[src/logic/mon_pkg.sv]
// constants for the monitor fault status bank
// assumes one 20 MHz clock and a plain register port with 8-bit addresses
package mon_pkg;
    localparam int DATA_W = 16;
    localparam int ADDR_W = 8;
    localparam int SUP_W  = 16;
    localparam int CLK_W  = 3;
    localparam int DIG_W  = 4;
    localparam int COM_W  = 5;
    localparam int IRQ_W  = 4;

    // register offsets
    localparam logic [7:0] A_PRIMARY   = 8'h00;
    localparam logic [7:0] A_SECONDARY = 8'h01;
    localparam logic [7:0] A_SUPPLY    = 8'h02;
    localparam logic [7:0] A_CLOCK     = 8'h03;
    localparam logic [7:0] A_DIGITAL   = 8'h04;
    localparam logic [7:0] A_SUP_EN    = 8'h05;
    localparam logic [7:0] A_SUP_DIAG  = 8'h06;
    localparam logic [7:0] A_MISC_EN   = 8'h07;
    localparam logic [7:0] A_MISC_DIAG = 8'h08;
    localparam logic [7:0] A_IRQ_STAT  = 8'h09;
    localparam logic [7:0] A_IRQ_CLR   = 8'h0a;
    localparam logic [7:0] A_IRQ_EN    = 8'h0b;

    // field positions inside the misc enable register
    localparam int MISC_TIMEOUT = 3;
    localparam int MISC_SCLK    = 4;
    localparam int MISC_SECT    = 5;

    // reset values, and the write mask for the supply diagnostic enables
    localparam logic [15:0] SUP_EN_RST    = 16'hffff;
    localparam logic [7:0]  MISC_EN_RST   = 8'hff;
    localparam logic [15:0] SUP_DIAG_MASK = 16'he1ff;
    localparam logic [4:0]  COM_RST       = 5'h0f;
    localparam logic [15:0] SUP_RST       = 16'hffff;
    localparam logic [2:0]  CLK_RST       = 3'h7;
    localparam logic [3:0]  DIG_RST       = 4'hf;

    // cycles from a raw monitor detect to the flag showing it
    localparam int FLAG_LATENCY = 3;
endpackage

[src/logic/flag_if.sv]
// bundle between the status top and one bank of low-active flags
// assumes all members are driven in the sys_clk domain
`timescale 1ns/10ps
interface flag_if #(parameter int N = 1) ();
    logic [N-1:0] detect;
    logic [N-1:0] enable;
    logic [N-1:0] clear;
    logic [N-1:0] recover;
    logic [N-1:0] flag_n;
    logic         hit;
    modport bank (input detect, enable, clear, recover,
                  output flag_n, hit);
    modport user (output detect, enable, clear, recover,
                  input flag_n, hit);
endinterface

[src/logic/sync2.sv]
// two-stage synchroniser for a vector of asynchronous levels
// assumes each bit is an independent level, not a word
`timescale 1ns/10ps
module sync2 #(
    parameter int N = 1
) (
    // clock and reset
    input  wire logic         sys_clk,
    input  wire logic         rst_n,
    // levels
    input  wire logic [N-1:0] d,
    output logic      [N-1:0] q
);
    logic [N-1:0] meta_reg;

    always_ff @(posedge sys_clk or negedge rst_n) begin
        if (!rst_n) begin
            meta_reg <= '0;
            q        <= '0;
        end else begin
            meta_reg <= d;
            q        <= meta_reg;
        end
    end
endmodule

[src/logic/flag_bank.sv]
// bank of sticky low-active fault flags
// assumes detect is already in the sys_clk domain
`timescale 1ns/10ps
module flag_bank #(
    parameter int           N       = 1,
    parameter logic [N-1:0] RST_VAL = '1
) (
    // clock and reset
    input  wire logic sys_clk,
    input  wire logic rst_n,
    // flag bundle
    flag_if.bank      fb
);
    logic [N-1:0] set_vec;
    logic [N-1:0] flag_reg;

    assign set_vec   = fb.detect & fb.enable;
    assign fb.hit    = |set_vec;
    assign fb.flag_n = flag_reg;

    genvar i;
    generate
        for (i = 0; i < N; i++) begin : g_bit
            // a fault still present wins over a clear
            always_ff @(posedge sys_clk or negedge rst_n) begin
                if (!rst_n) begin
                    flag_reg[i] <= RST_VAL[i];
                end else if (set_vec[i]) begin
                    flag_reg[i] <= 1'b0;
                end else if (fb.clear[i] || fb.recover[i]) begin
                    flag_reg[i] <= 1'b1;
                end
            end
        end
    endgenerate

    // checks, shared by every bank
    property p_latched;
        @(posedge sys_clk) disable iff (!rst_n)
        ((fb.clear | fb.recover) == '0) |=>
            ((fb.flag_n & ~$past(fb.flag_n)) == '0);
    endproperty
    a_latched: assert property (p_latched) // RULE2
        else $error("flag rose without a host clear or recovery");

    property p_clear_one;
        @(posedge sys_clk) disable iff (!rst_n)
        ((fb.clear & ~(fb.detect & fb.enable)) != '0) |=>
            ((~fb.flag_n & $past(fb.clear & ~(fb.detect & fb.enable)))
             == '0);
    endproperty
    a_clear_one: assert property (p_clear_one) // RULE3
        else $error("write of one did not return a flag to one");

    property p_disabled_quiet;
        @(posedge sys_clk) disable iff (!rst_n)
        ((fb.flag_n & ~fb.enable) != '0) |=>
            ((~fb.flag_n & $past(fb.flag_n & ~fb.enable)) == '0);
    endproperty
    a_disabled_quiet: assert property (p_disabled_quiet) // RULE5
        else $error("disabled monitor pulled its flag low");
endmodule

[src/logic/mon_status.sv]
// monitor fault status bank: latched fault flags, indicators, counters
// assumes monitor detects are async levels, serial events are sys_clk
// pulses, and the host uses the plain register port
//
// Summary of operation
// RULE1 - an enabled monitor fault drives its low-active flag to zero
// RULE2 - non-serial flags stay zero until host clears after fault ends
// RULE3 - writing one to a latched flag bit returns it to one
// RULE4 - serial fault flags recover in the frame after a clean frame
// RULE5 - enabled monitors report only when enabled; others always report
// RULE6 - diagnostic enables start a self-check of the monitor circuit
// RULE7 - supply register holds sixteen supply, regulator, ground flags
// RULE8 - clock register holds frequency and two watchdog flags, enabled
// RULE9 - digital register holds three section checksums and memory check
// RULE10 - primary register holds reset and four serial fault flags
// RULE11 - indicators: command response, lock, clock, mode, sequence, bank
// RULE12 - secondary register holds three two-bit conversion counters
// RULE13 - each flag shows its fault within a bounded response time
// RULE14 - writing zero or reading never changes a latched flag
//
// The register offsets and the plain strobed port were decided locally.
`timescale 1ns/10ps
module mon_status (
    // clock and reset
    input  wire logic        sys_clk,
    input  wire logic        rst_n,
    // register port
    input  wire logic [7:0]  addr,
    input  wire logic [15:0] wdata,
    input  wire logic        wr,
    input  wire logic        rd,
    output logic      [15:0] rdata,
    output logic             irq,
    // raw monitor detects, asynchronous
    input  wire logic [15:0] supply_detect,
    input  wire logic [2:0]  clock_detect,
    input  wire logic [3:0]  digital_detect,
    // serial interface events
    input  wire logic        frame_start,
    input  wire logic        frame_end,
    input  wire logic        crc_error,
    input  wire logic        timeout_error,
    input  wire logic        sclk_error,
    input  wire logic        access_error,
    // indicators and conversion events
    input  wire logic [3:0]  command_response,
    input  wire logic        lock_state,
    input  wire logic        clock_source,
    input  wire logic        operating_mode,
    input  wire logic        sequence_running_bit,
    input  wire logic        otp_bank_indicator,
    input  wire logic        conv_a_done,
    input  wire logic        conv_b_done,
    input  wire logic        sequence_done,
    // monitor and diagnostic controls
    output logic      [15:0] supply_mon_en,
    output logic      [15:0] supply_diag_en,
    output logic      [7:0]  misc_mon_en,
    output logic      [5:0]  misc_diag_en
);
    flag_if #(.N(mon_pkg::SUP_W)) sup_if ();
    flag_if #(.N(mon_pkg::CLK_W)) clk_if ();
    flag_if #(.N(mon_pkg::DIG_W)) dig_if ();
    flag_if #(.N(mon_pkg::COM_W)) com_if ();

    logic [15:0] sup_det_s;
    logic [2:0]  clk_det_s;
    logic [3:0]  dig_det_s;
    logic [1:0]  current_conv_a_counter;
    logic [1:0]  current_conv_b_counter;
    logic [1:0]  mux_sequence_counter;
    logic        clean_reg;
    logic        frame_err_reg;
    logic [3:0]  irq_stat_reg;
    logic [3:0]  irq_en_reg;
    logic [3:0]  irq_event;
    logic [15:0] rd_next;
    logic        wr_supply;
    logic        wr_clock;
    logic        wr_digital;
    logic        wr_primary;

    function automatic logic sel(input logic [7:0] a,
                                 input logic [7:0] reg_addr);
        sel = (a == reg_addr);
    endfunction

    sync2 #(.N(mon_pkg::SUP_W + mon_pkg::CLK_W + mon_pkg::DIG_W)) u_sync (
        .sys_clk (sys_clk),
        .rst_n   (rst_n),
        .d       ({digital_detect, clock_detect, supply_detect}),
        .q       ({dig_det_s, clk_det_s, sup_det_s})
    );

    assign wr_supply  = wr && sel(addr, mon_pkg::A_SUPPLY);
    assign wr_clock   = wr && sel(addr, mon_pkg::A_CLOCK);
    assign wr_digital = wr && sel(addr, mon_pkg::A_DIGITAL);
    assign wr_primary = wr && sel(addr, mon_pkg::A_PRIMARY);

    // supply bank
    assign sup_if.detect  = sup_det_s;                           // RULE1
    assign sup_if.enable  = supply_mon_en;                       // RULE5
    assign sup_if.clear   = wr_supply ? wdata : 16'h0000;        // RULE3
    assign sup_if.recover = 16'h0000;                            // RULE2
    // clock bank
    assign clk_if.detect  = clk_det_s;                           // RULE13
    assign clk_if.enable  = misc_mon_en[2:0];                    // RULE8
    assign clk_if.clear   = wr_clock ? wdata[2:0] : 3'h0;
    assign clk_if.recover = 3'h0;
    // digital bank; memory check has no enable
    assign dig_if.detect  = dig_det_s;
    assign dig_if.enable  = {1'b1, misc_mon_en[7:5]};            // RULE9
    assign dig_if.clear   = wr_digital ? wdata[3:0] : 4'h0;
    assign dig_if.recover = 4'h0;

    // primary bank: reset, checksum, timeout, clock count, access
    assign com_if.detect  = {1'b0, crc_error, timeout_error,
                             sclk_error, access_error};
    assign com_if.enable  = {2'h3, misc_mon_en[mon_pkg::MISC_TIMEOUT],
                             misc_mon_en[mon_pkg::MISC_SCLK], 1'b1}; // RULE10
    assign com_if.clear   = wr_primary ? wdata[15:11] : 5'h00;
    // reset flag is cleared only by the host
    assign com_if.recover = {1'b0, {4{frame_start && clean_reg}}}; // RULE4

    flag_bank #(.N(mon_pkg::SUP_W), .RST_VAL(mon_pkg::SUP_RST)) u_sup (
        .sys_clk (sys_clk),
        .rst_n   (rst_n),
        .fb      (sup_if.bank)
    );
    flag_bank #(.N(mon_pkg::CLK_W), .RST_VAL(mon_pkg::CLK_RST)) u_clk (
        .sys_clk (sys_clk),
        .rst_n   (rst_n),
        .fb      (clk_if.bank)
    );
    flag_bank #(.N(mon_pkg::DIG_W), .RST_VAL(mon_pkg::DIG_RST)) u_dig (
        .sys_clk (sys_clk),
        .rst_n   (rst_n),
        .fb      (dig_if.bank)
    );
    flag_bank #(.N(mon_pkg::COM_W), .RST_VAL(mon_pkg::COM_RST)) u_com (
        .sys_clk (sys_clk),
        .rst_n   (rst_n),
        .fb      (com_if.bank)
    );

    // track whether the last finished frame was free of serial faults
    always_ff @(posedge sys_clk or negedge rst_n) begin
        if (!rst_n) begin
            frame_err_reg <= 1'b0;
            clean_reg     <= 1'b0;
        end else begin
            if (frame_end) begin                                 // RULE4
                clean_reg     <= !(frame_err_reg || com_if.hit);
                frame_err_reg <= 1'b0;
            end else if (frame_start) begin
                frame_err_reg <= com_if.hit;
            end else if (com_if.hit) begin
                frame_err_reg <= 1'b1;
            end
        end
    end

    // monitor enables
    always_ff @(posedge sys_clk or negedge rst_n) begin
        if (!rst_n) begin
            supply_mon_en <= mon_pkg::SUP_EN_RST;
            misc_mon_en   <= mon_pkg::MISC_EN_RST;
        end else if (wr && sel(addr, mon_pkg::A_SUP_EN)) begin
            supply_mon_en <= wdata;                              // RULE5
        end else if (wr && sel(addr, mon_pkg::A_MISC_EN)) begin
            misc_mon_en <= wdata[7:0];
        end
    end

    // diagnostic enables drive the monitors' self-check inputs
    always_ff @(posedge sys_clk or negedge rst_n) begin
        if (!rst_n) begin
            supply_diag_en <= 16'h0000;
            misc_diag_en   <= 6'h00;
        end else if (wr && sel(addr, mon_pkg::A_SUP_DIAG)) begin
            supply_diag_en <= wdata & mon_pkg::SUP_DIAG_MASK;    // RULE6
        end else if (wr && sel(addr, mon_pkg::A_MISC_DIAG)) begin
            misc_diag_en <= wdata[5:0];                          // RULE6
        end
    end

    // conversion and sequence counters wrap at four
    always_ff @(posedge sys_clk or negedge rst_n) begin
        if (!rst_n) begin
            current_conv_a_counter <= 2'h0;
            current_conv_b_counter <= 2'h0;
            mux_sequence_counter   <= 2'h0;
        end else begin
            if (conv_a_done) begin
                current_conv_a_counter <= current_conv_a_counter + 2'h1;
            end
            if (conv_b_done) begin
                current_conv_b_counter <= current_conv_b_counter + 2'h1;
            end
            if (sequence_done) begin                             // RULE12
                mux_sequence_counter <= mux_sequence_counter + 2'h1;
            end
        end
    end

    // interrupt: supply, clock, digital, serial events; set beats clear
    assign irq_event = {com_if.hit, dig_if.hit, clk_if.hit, sup_if.hit};

    always_ff @(posedge sys_clk or negedge rst_n) begin
        if (!rst_n) begin
            irq_stat_reg <= 4'h0;
        end else if (wr && sel(addr, mon_pkg::A_IRQ_CLR)) begin
            irq_stat_reg <= (irq_stat_reg & ~wdata[3:0]) | irq_event;
        end else begin
            irq_stat_reg <= irq_stat_reg | irq_event;
        end
    end

    always_ff @(posedge sys_clk or negedge rst_n) begin
        if (!rst_n) begin
            irq_en_reg <= 4'h0;
        end else if (wr && sel(addr, mon_pkg::A_IRQ_EN)) begin
            irq_en_reg <= wdata[3:0];
        end
    end

    // one cycle behind the status bit, so the pin is glitch free
    always_ff @(posedge sys_clk or negedge rst_n) begin
        if (!rst_n) begin
            irq <= 1'b0;
        end else begin
            irq <= |(irq_stat_reg & irq_en_reg);
        end
    end

    // read mux; reads have no side effect on any flag
    always_comb begin
        unique case (addr)
            mon_pkg::A_PRIMARY:   rd_next = {com_if.flag_n, 3'h0,
                                     command_response, 1'b0, lock_state,
                                     clock_source, operating_mode}; // RULE11
            mon_pkg::A_SECONDARY: rd_next = {8'h00, sequence_running_bit,
                                     1'b0, mux_sequence_counter,
                                     current_conv_b_counter,
                                     current_conv_a_counter};
            mon_pkg::A_SUPPLY:    rd_next = sup_if.flag_n;       // RULE7
            mon_pkg::A_CLOCK:     rd_next = {13'h0000, clk_if.flag_n};
            mon_pkg::A_DIGITAL:   rd_next = {11'h000, otp_bank_indicator,
                                     dig_if.flag_n};
            mon_pkg::A_SUP_EN:    rd_next = supply_mon_en;
            mon_pkg::A_SUP_DIAG:  rd_next = supply_diag_en;
            mon_pkg::A_MISC_EN:   rd_next = {8'h00, misc_mon_en};
            mon_pkg::A_MISC_DIAG: rd_next = {10'h000, misc_diag_en};
            mon_pkg::A_IRQ_STAT:  rd_next = {12'h000, irq_stat_reg};
            mon_pkg::A_IRQ_EN:    rd_next = {12'h000, irq_en_reg};
            default:              rd_next = 16'h0000;
        endcase
    end

    always_ff @(posedge sys_clk or negedge rst_n) begin
        if (!rst_n) begin
            rdata <= 16'h0000;
        end else begin                                           // RULE14
            rdata <= rd ? rd_next : 16'h0000;
        end
    end

    // checks
    property p_fault_low;
        @(posedge sys_clk) disable iff (!rst_n)
        ((sup_if.detect & sup_if.enable) != 16'h0000) |=>
            ((sup_if.flag_n & $past(sup_if.detect & sup_if.enable))
             == 16'h0000);
    endproperty
    a_fault_low: assert property (p_fault_low) // RULE1
        else $error("enabled supply fault did not pull its flag low");
    property p_recover;
        @(posedge sys_clk) disable iff (!rst_n)
        frame_start && clean_reg && !com_if.hit |=>
            (com_if.flag_n[3:0] == 4'hf);
    endproperty
    a_recover: assert property (p_recover) // RULE4
        else $error("serial flags did not recover after clean frame");
    property p_diag_write;
        @(posedge sys_clk) disable iff (!rst_n)
        wr && sel(addr, mon_pkg::A_MISC_DIAG) |=>
            (misc_diag_en == $past(wdata[5:0]));
    endproperty
    a_diag_write: assert property (p_diag_write) // RULE6
        else $error("diagnostic enable did not take the written value");
    property p_supply_read;
        @(posedge sys_clk) disable iff (!rst_n)
        rd && sel(addr, mon_pkg::A_SUPPLY) |=>
            (rdata == $past(sup_if.flag_n));
    endproperty
    a_supply_read: assert property (p_supply_read) // RULE7
        else $error("supply read data wrong");
    property p_clock_read;
        @(posedge sys_clk) disable iff (!rst_n)
        rd && sel(addr, mon_pkg::A_CLOCK) |=>
            (rdata == {13'h0000, $past(clk_if.flag_n)});
    endproperty
    a_clock_read: assert property (p_clock_read) // RULE8
        else $error("clock read data wrong");
    property p_primary_read;
        @(posedge sys_clk) disable iff (!rst_n)
        rd && sel(addr, mon_pkg::A_PRIMARY) |=>
            (rdata[15:11] == $past(com_if.flag_n)) &&
            (rdata[7:4] == $past(command_response));
    endproperty
    a_primary_read: assert property (p_primary_read) // RULE10
        else $error("primary read data wrong");
    property p_counter;
        @(posedge sys_clk) disable iff (!rst_n)
        conv_a_done |=>
            (current_conv_a_counter == $past(current_conv_a_counter)
             + 2'h1);
    endproperty
    a_counter: assert property (p_counter) // RULE12
        else $error("conversion counter did not advance");
    property p_response;
        @(posedge sys_clk) disable iff (!rst_n)
        (clock_detect[0] && misc_mon_en[0])[*4] |-> !clk_if.flag_n[0];
    endproperty
    a_response: assert property (p_response) // RULE13
        else $error("watchdog flag slower than three cycles");
    property p_read_keeps;
        @(posedge sys_clk) disable iff (!rst_n)
        rd && !dig_if.hit |=> $stable(dig_if.flag_n);
    endproperty
    a_read_keeps: assert property (p_read_keeps) // RULE14
        else $error("reading changed a digital flag");
    c_supply_fault: cover property (@(posedge sys_clk) disable iff (!rst_n)
        sup_if.hit ##1 wr_supply);
    c_recover: cover property (@(posedge sys_clk) disable iff (!rst_n)
        frame_start && clean_reg && !com_if.flag_n[3]);
    c_irq: cover property (@(posedge sys_clk) disable iff (!rst_n)
        $rose(irq));
endmodule

[config.mk]
export PLATFORM = sky130hd
export DESIGN_NAME = mon_status
export DESIGN_NICKNAME = d
export VERILOG_FILES = /design/src/logic/mon_pkg.sv /design/src/logic/flag_if.sv /design/src/logic/sync2.sv /design/src/logic/flag_bank.sv /design/src/logic/mon_status.sv
export SDC_FILE = /design/constraint.sdc
export NUM_CORES = 1
export LEC_CHECK = 0
export CORE_MARGIN = 5
export CORE_UTILIZATION = 40
export CTS_BUF_LIST = sky130_fd_sc_hd__clkbuf_8
export CTS_CLUSTER_SIZE = 14
export DETAILED_ROUTE_END_ITERATION = 12
export DONT_BUFFER_PORTS = 1
export GPL_TIMING_DRIVEN = 0
export SYNTH_ARGS = -nofsm -noshare
export SYNTH_HDL_FRONTEND = slang
export SYNTH_SLANG_ARGS = --single-unit
[constraint.sdc]
create_clock -name sys_clk -period 1.9 [get_ports sys_clk]
set_input_delay 0.19 -clock sys_clk [delete_from_list [all_inputs] [get_ports sys_clk]]
set_output_delay 0.19 -clock sys_clk [all_outputs]
set_load 0.01 [all_outputs]
==> results.py <==
metrics = {
    "cells_and_area": {
        "sequential_cell_area_um2": 3790,
        "final_cells": 716,
        "post_route_cells_drive_above_1_share_pct": 30.5,
        "ant_diodes": 0,
        "layout.cells.most_common_list": "98 x dfrtp_1, 51 x dfstp_2, 49 x dlygate4sd3_1, 41 x a21oi_1, 41 x mux2_2",
        "most_common_cell_after_layout_fill_and_taps_aside": "dfrtp_1",
        "final.fill_count": 1336,
        "final_core_util_pct": 48.1,
        "final_nets": 584,
        "area_taken_by_multi_input_logic_gates_um2": 2090,
        "area.growth.synth_to_final_pct": 19.1,
        "postLayoutCellArea_um2": 7230,
    },
    "logic_synthesis": {
        "yosys.area_share.simple_pct": 6.56,
        "synth.ff_latch_count": 149,
        "async_flop_share_pct": 100,
        "synth.yosys.seq_area_share_pct": 62.5,
        "netlist-cell-type-count": 55,
        "share_of_the_synthesized_area_in_compound_gates_ao_oa_aoi_oai_pct": 13.3,
        "netlist.top_cell.by_area": "dfrtp_1",
        "combinational_family_with_the_most_area_after_synthesis": "multiplexers",
        "synth-edff-count": 0,
        "xor_xnor_cell_area_share_of_the_yosys_netlist_pct": 0.866,
        "syn_area_um2": 6070,
        "synth_largest_type_area_fraction_pct": 40.4,
        "netlist_instances": 444,
        "postSynthAreaPerCell_um2": 13.7,
        "synth_flop_cell": "dfrtp_1",
        "synth_area_leaders": "dfrtp_1 40%, dfstp_2 22%, mux2_2 7.6%, a21oi_1 3.4%, mux4_2 2.2%",
        "yosys-mux-area-fraction_pct": 13.3,
        "adder_cell_share_of_the_synthesized_area_pct": 0,
        "yosys_warnings": 0,
    },
    "clock_network": {
        "cts-hold-fix-buffers": 49,
        "clk_slew_on_worst_s_h_paths_ns": 0.08,
        "clkLatencyLatePin_ns": 0.48,
        "clock_sinks": 149,
        "clock_tree.root_cell": "clkbuf_8",
        "cts_buffers": 17,
        "clk_path_buf_depth": 2,
        "cts_tree": "built",
        "htreeDepth": 4,
    },
    "route": {
        "route.met3.wl_mm": 1.83,
        "drt_iter0_drc": 394,
        "met2RoutedLength_mm": 8.31,
        "highest-signal-layer": "met4",
        "totalWireLength_mm": 17.8,
        "drc_errors": 0,
        "detail-route-antenna-nets": 0,
        "met1Wirelength_mm": 7.10,
        "vias_per_cell": 5.87,
        "first_pass_iters": 5,
        "via_count": 4202,
        "drt-wirelength-per-cell_um": 24.9,
    },
    "die": {
        "die_area_um2": 17700,
        "core_um2": 15000,
        "initial_core_utilization_pct": 40.4,
        "placement_rows": 45,
        "die_h_um": 133,
        "ioPinCount": 132,
        "fp.dieW_um": 133,
    },
    "timing": {
        "maxClockFrequency_mhz": 560,
        "finalHoldViolCount": 149,
        "setup_viol": 0,
        "finalCritPeriodShare_pct": 94.0,
        "worst_slew_pin_slew_ns": 1.12,
        "hold_slack_ns": -0.593,
        "period_needed_ns": 1.79,
        "grt_setup_unrepaired": "false",
        "slew_headroom_pct": 25.0,
        "worst_clock_skew_ns": 0.0167,
        "maxSlewViolCount": 0,
    },
    "worst_setup_path": {
        "worst_ep_required_time_ns": 2.29,
        "critPathCaptureType": "register",
        "worst_ep_arrival_time_ns": 2.18,
        "cpMostUsedCell": "clkbuf_1",
        "timing.critical_path.from_type": "primary input",
        "largest_delay_contributor_family_on_the_critical_path": "buffers and inverters",
        "cp_slowest_cell": "clkbuf_1",
        "critical_path_peak_fanout": 10,
        "critical_path.cell_chain": "nor2b_1, clkbuf_1, clkbuf_1, clkbuf_1, a31oi_1, a21oi_1",
        "path_class": "in -> reg",
        "worstPathBufferInverterCount": 3,
        "cpPeakStageDelay_ns": 0.60,
    },
    "pwr": {
        "power_mw": 6.76,
        "power.leakage_nw": 2.98,
        "power.density_cell_area_nw_per_um2": 935,
        "vdd.ir_drop.worst_mv": 0.637,
    },
    "outcome": {
        "violations": "negative hold slack",
        "outcome": "complete, but fails checks",
    },
    "placed_design": {
        "hpwlAfterDp_mm": 12.0,
        "gp_congestion": 0.879,
        "placedCellCount": 635,
        "io_buffers": 0,
        "postPlaceCellArea_um2": 6310,
    },
    "job": {
        "maxCapViolations": 0,
    },
    "grt": {
        "number_of_global_route_vias_before_repair": 4503,
        "grt_start_max_net_pins": 150,
        "grt_antenna_before_repair": 0,
        "first_pass_grt_wire_length_mm": 27.6,
        "globalRouteOverflowTotal": 0,
        "groute.usage.overall_pct": 20.7,
    },
    "hold_path": {
        "min_path_type": "in -> async",
    },
}
-- worst register-to-register path, delay by kind of cell, from the launching register on --
kind,cells,cell delay (ns)
AOI/OAI and AO/OA,2,0.43
buffers and inverters,1,0.56
DFF,1,0.43
and+or+nand+nor,2,0.25
-- worst paths after layout --
| check | startpoint | end | slack, ns | cells past startpoint |
|---|---|---|---|---|
| worst min-delay path | rst_n | u_sync.q[18] | -0.59 | 0 |
| worst max register to register | misc_mon_en[3] | frame_err_reg | 0.14 | 5 |
| max in group asynchronous | rst_n | u_sup.fb.flag_n[8] | 2.23 | 0 |
| worst min register to register | u_sync.meta_reg[12] | u_sync.q[12] | 0.35 | 0 |
| min in group sys_clk | access_error | irq_stat_reg[3] | 0.06 | 3 |
| worst max-delay path | addr[1] | u_sup.fb.flag_n[13] | 0.11 | 6 |
-- Yosys cell counts (all sizes together) (9+ instances only) --
master and count:
a21oi 41, a22o 9, a22oi 17, a31oi 16, a32oi 9, buf 19
clkbuf 14, dfrtp 98, dfstp 51, mux2 51, mux2i 10, nand2 18
nor2 15
-- per-stage QoR --
step / setup TNS (ns) / setup slack (ns)
after global routing: 0 / 0.0624
after floorplan: 0 / 0.0260
after detailed placement: -16.56 / -0.499
final: 0 / 0.115
after CTS: 0 / 0.143
after global placement: -15.30 / -0.515
-- layout make-up --
cell class | instances | area share [%]
inverters | 3 | 0.156
well taps | 188 | 3.25
clock inverters | 13 | 2.20
plain buffers | 33 | 2.67
repair buffers | 49 | 6.78
flip-flops and latches | 149 | 52.5
multi-input cells | 262 | 28.9
clock buffers | 19 | 3.62
-- layer usage --
layer,GRT usage [%],up-vias
met3,8.08,39
met5,0,-
met2,31.5,193
met1,26.3,2179
li1,-,1791
met4,9.09,0
-- cell families (layout without fill, tap and decap cells) --
kind of cell,Yosys count,in the layout
simple gates,66,66
buf+inv,36,117
compound gates,119,119
flops,149,149
mux,67,67
other cells,1,4
xor+xnor,6,6
-- where the power goes --
group          switching [mW]  total [mW]  internal, mW  leakage (nW)
clock network            1.33        2.62          1.28         0.209
registers               0.197        3.62          3.42          1.75
logic                   0.252       0.521         0.269          1.02
-- timing repair --
action	in CTS	in global routing
buffers inserted	0	0
endpoints found under the hold margin	235	149
endpoints found under the setup margin	1	0
gates resized for setup	1	0
No activity file was read; power rests on OpenSTA's default activity.
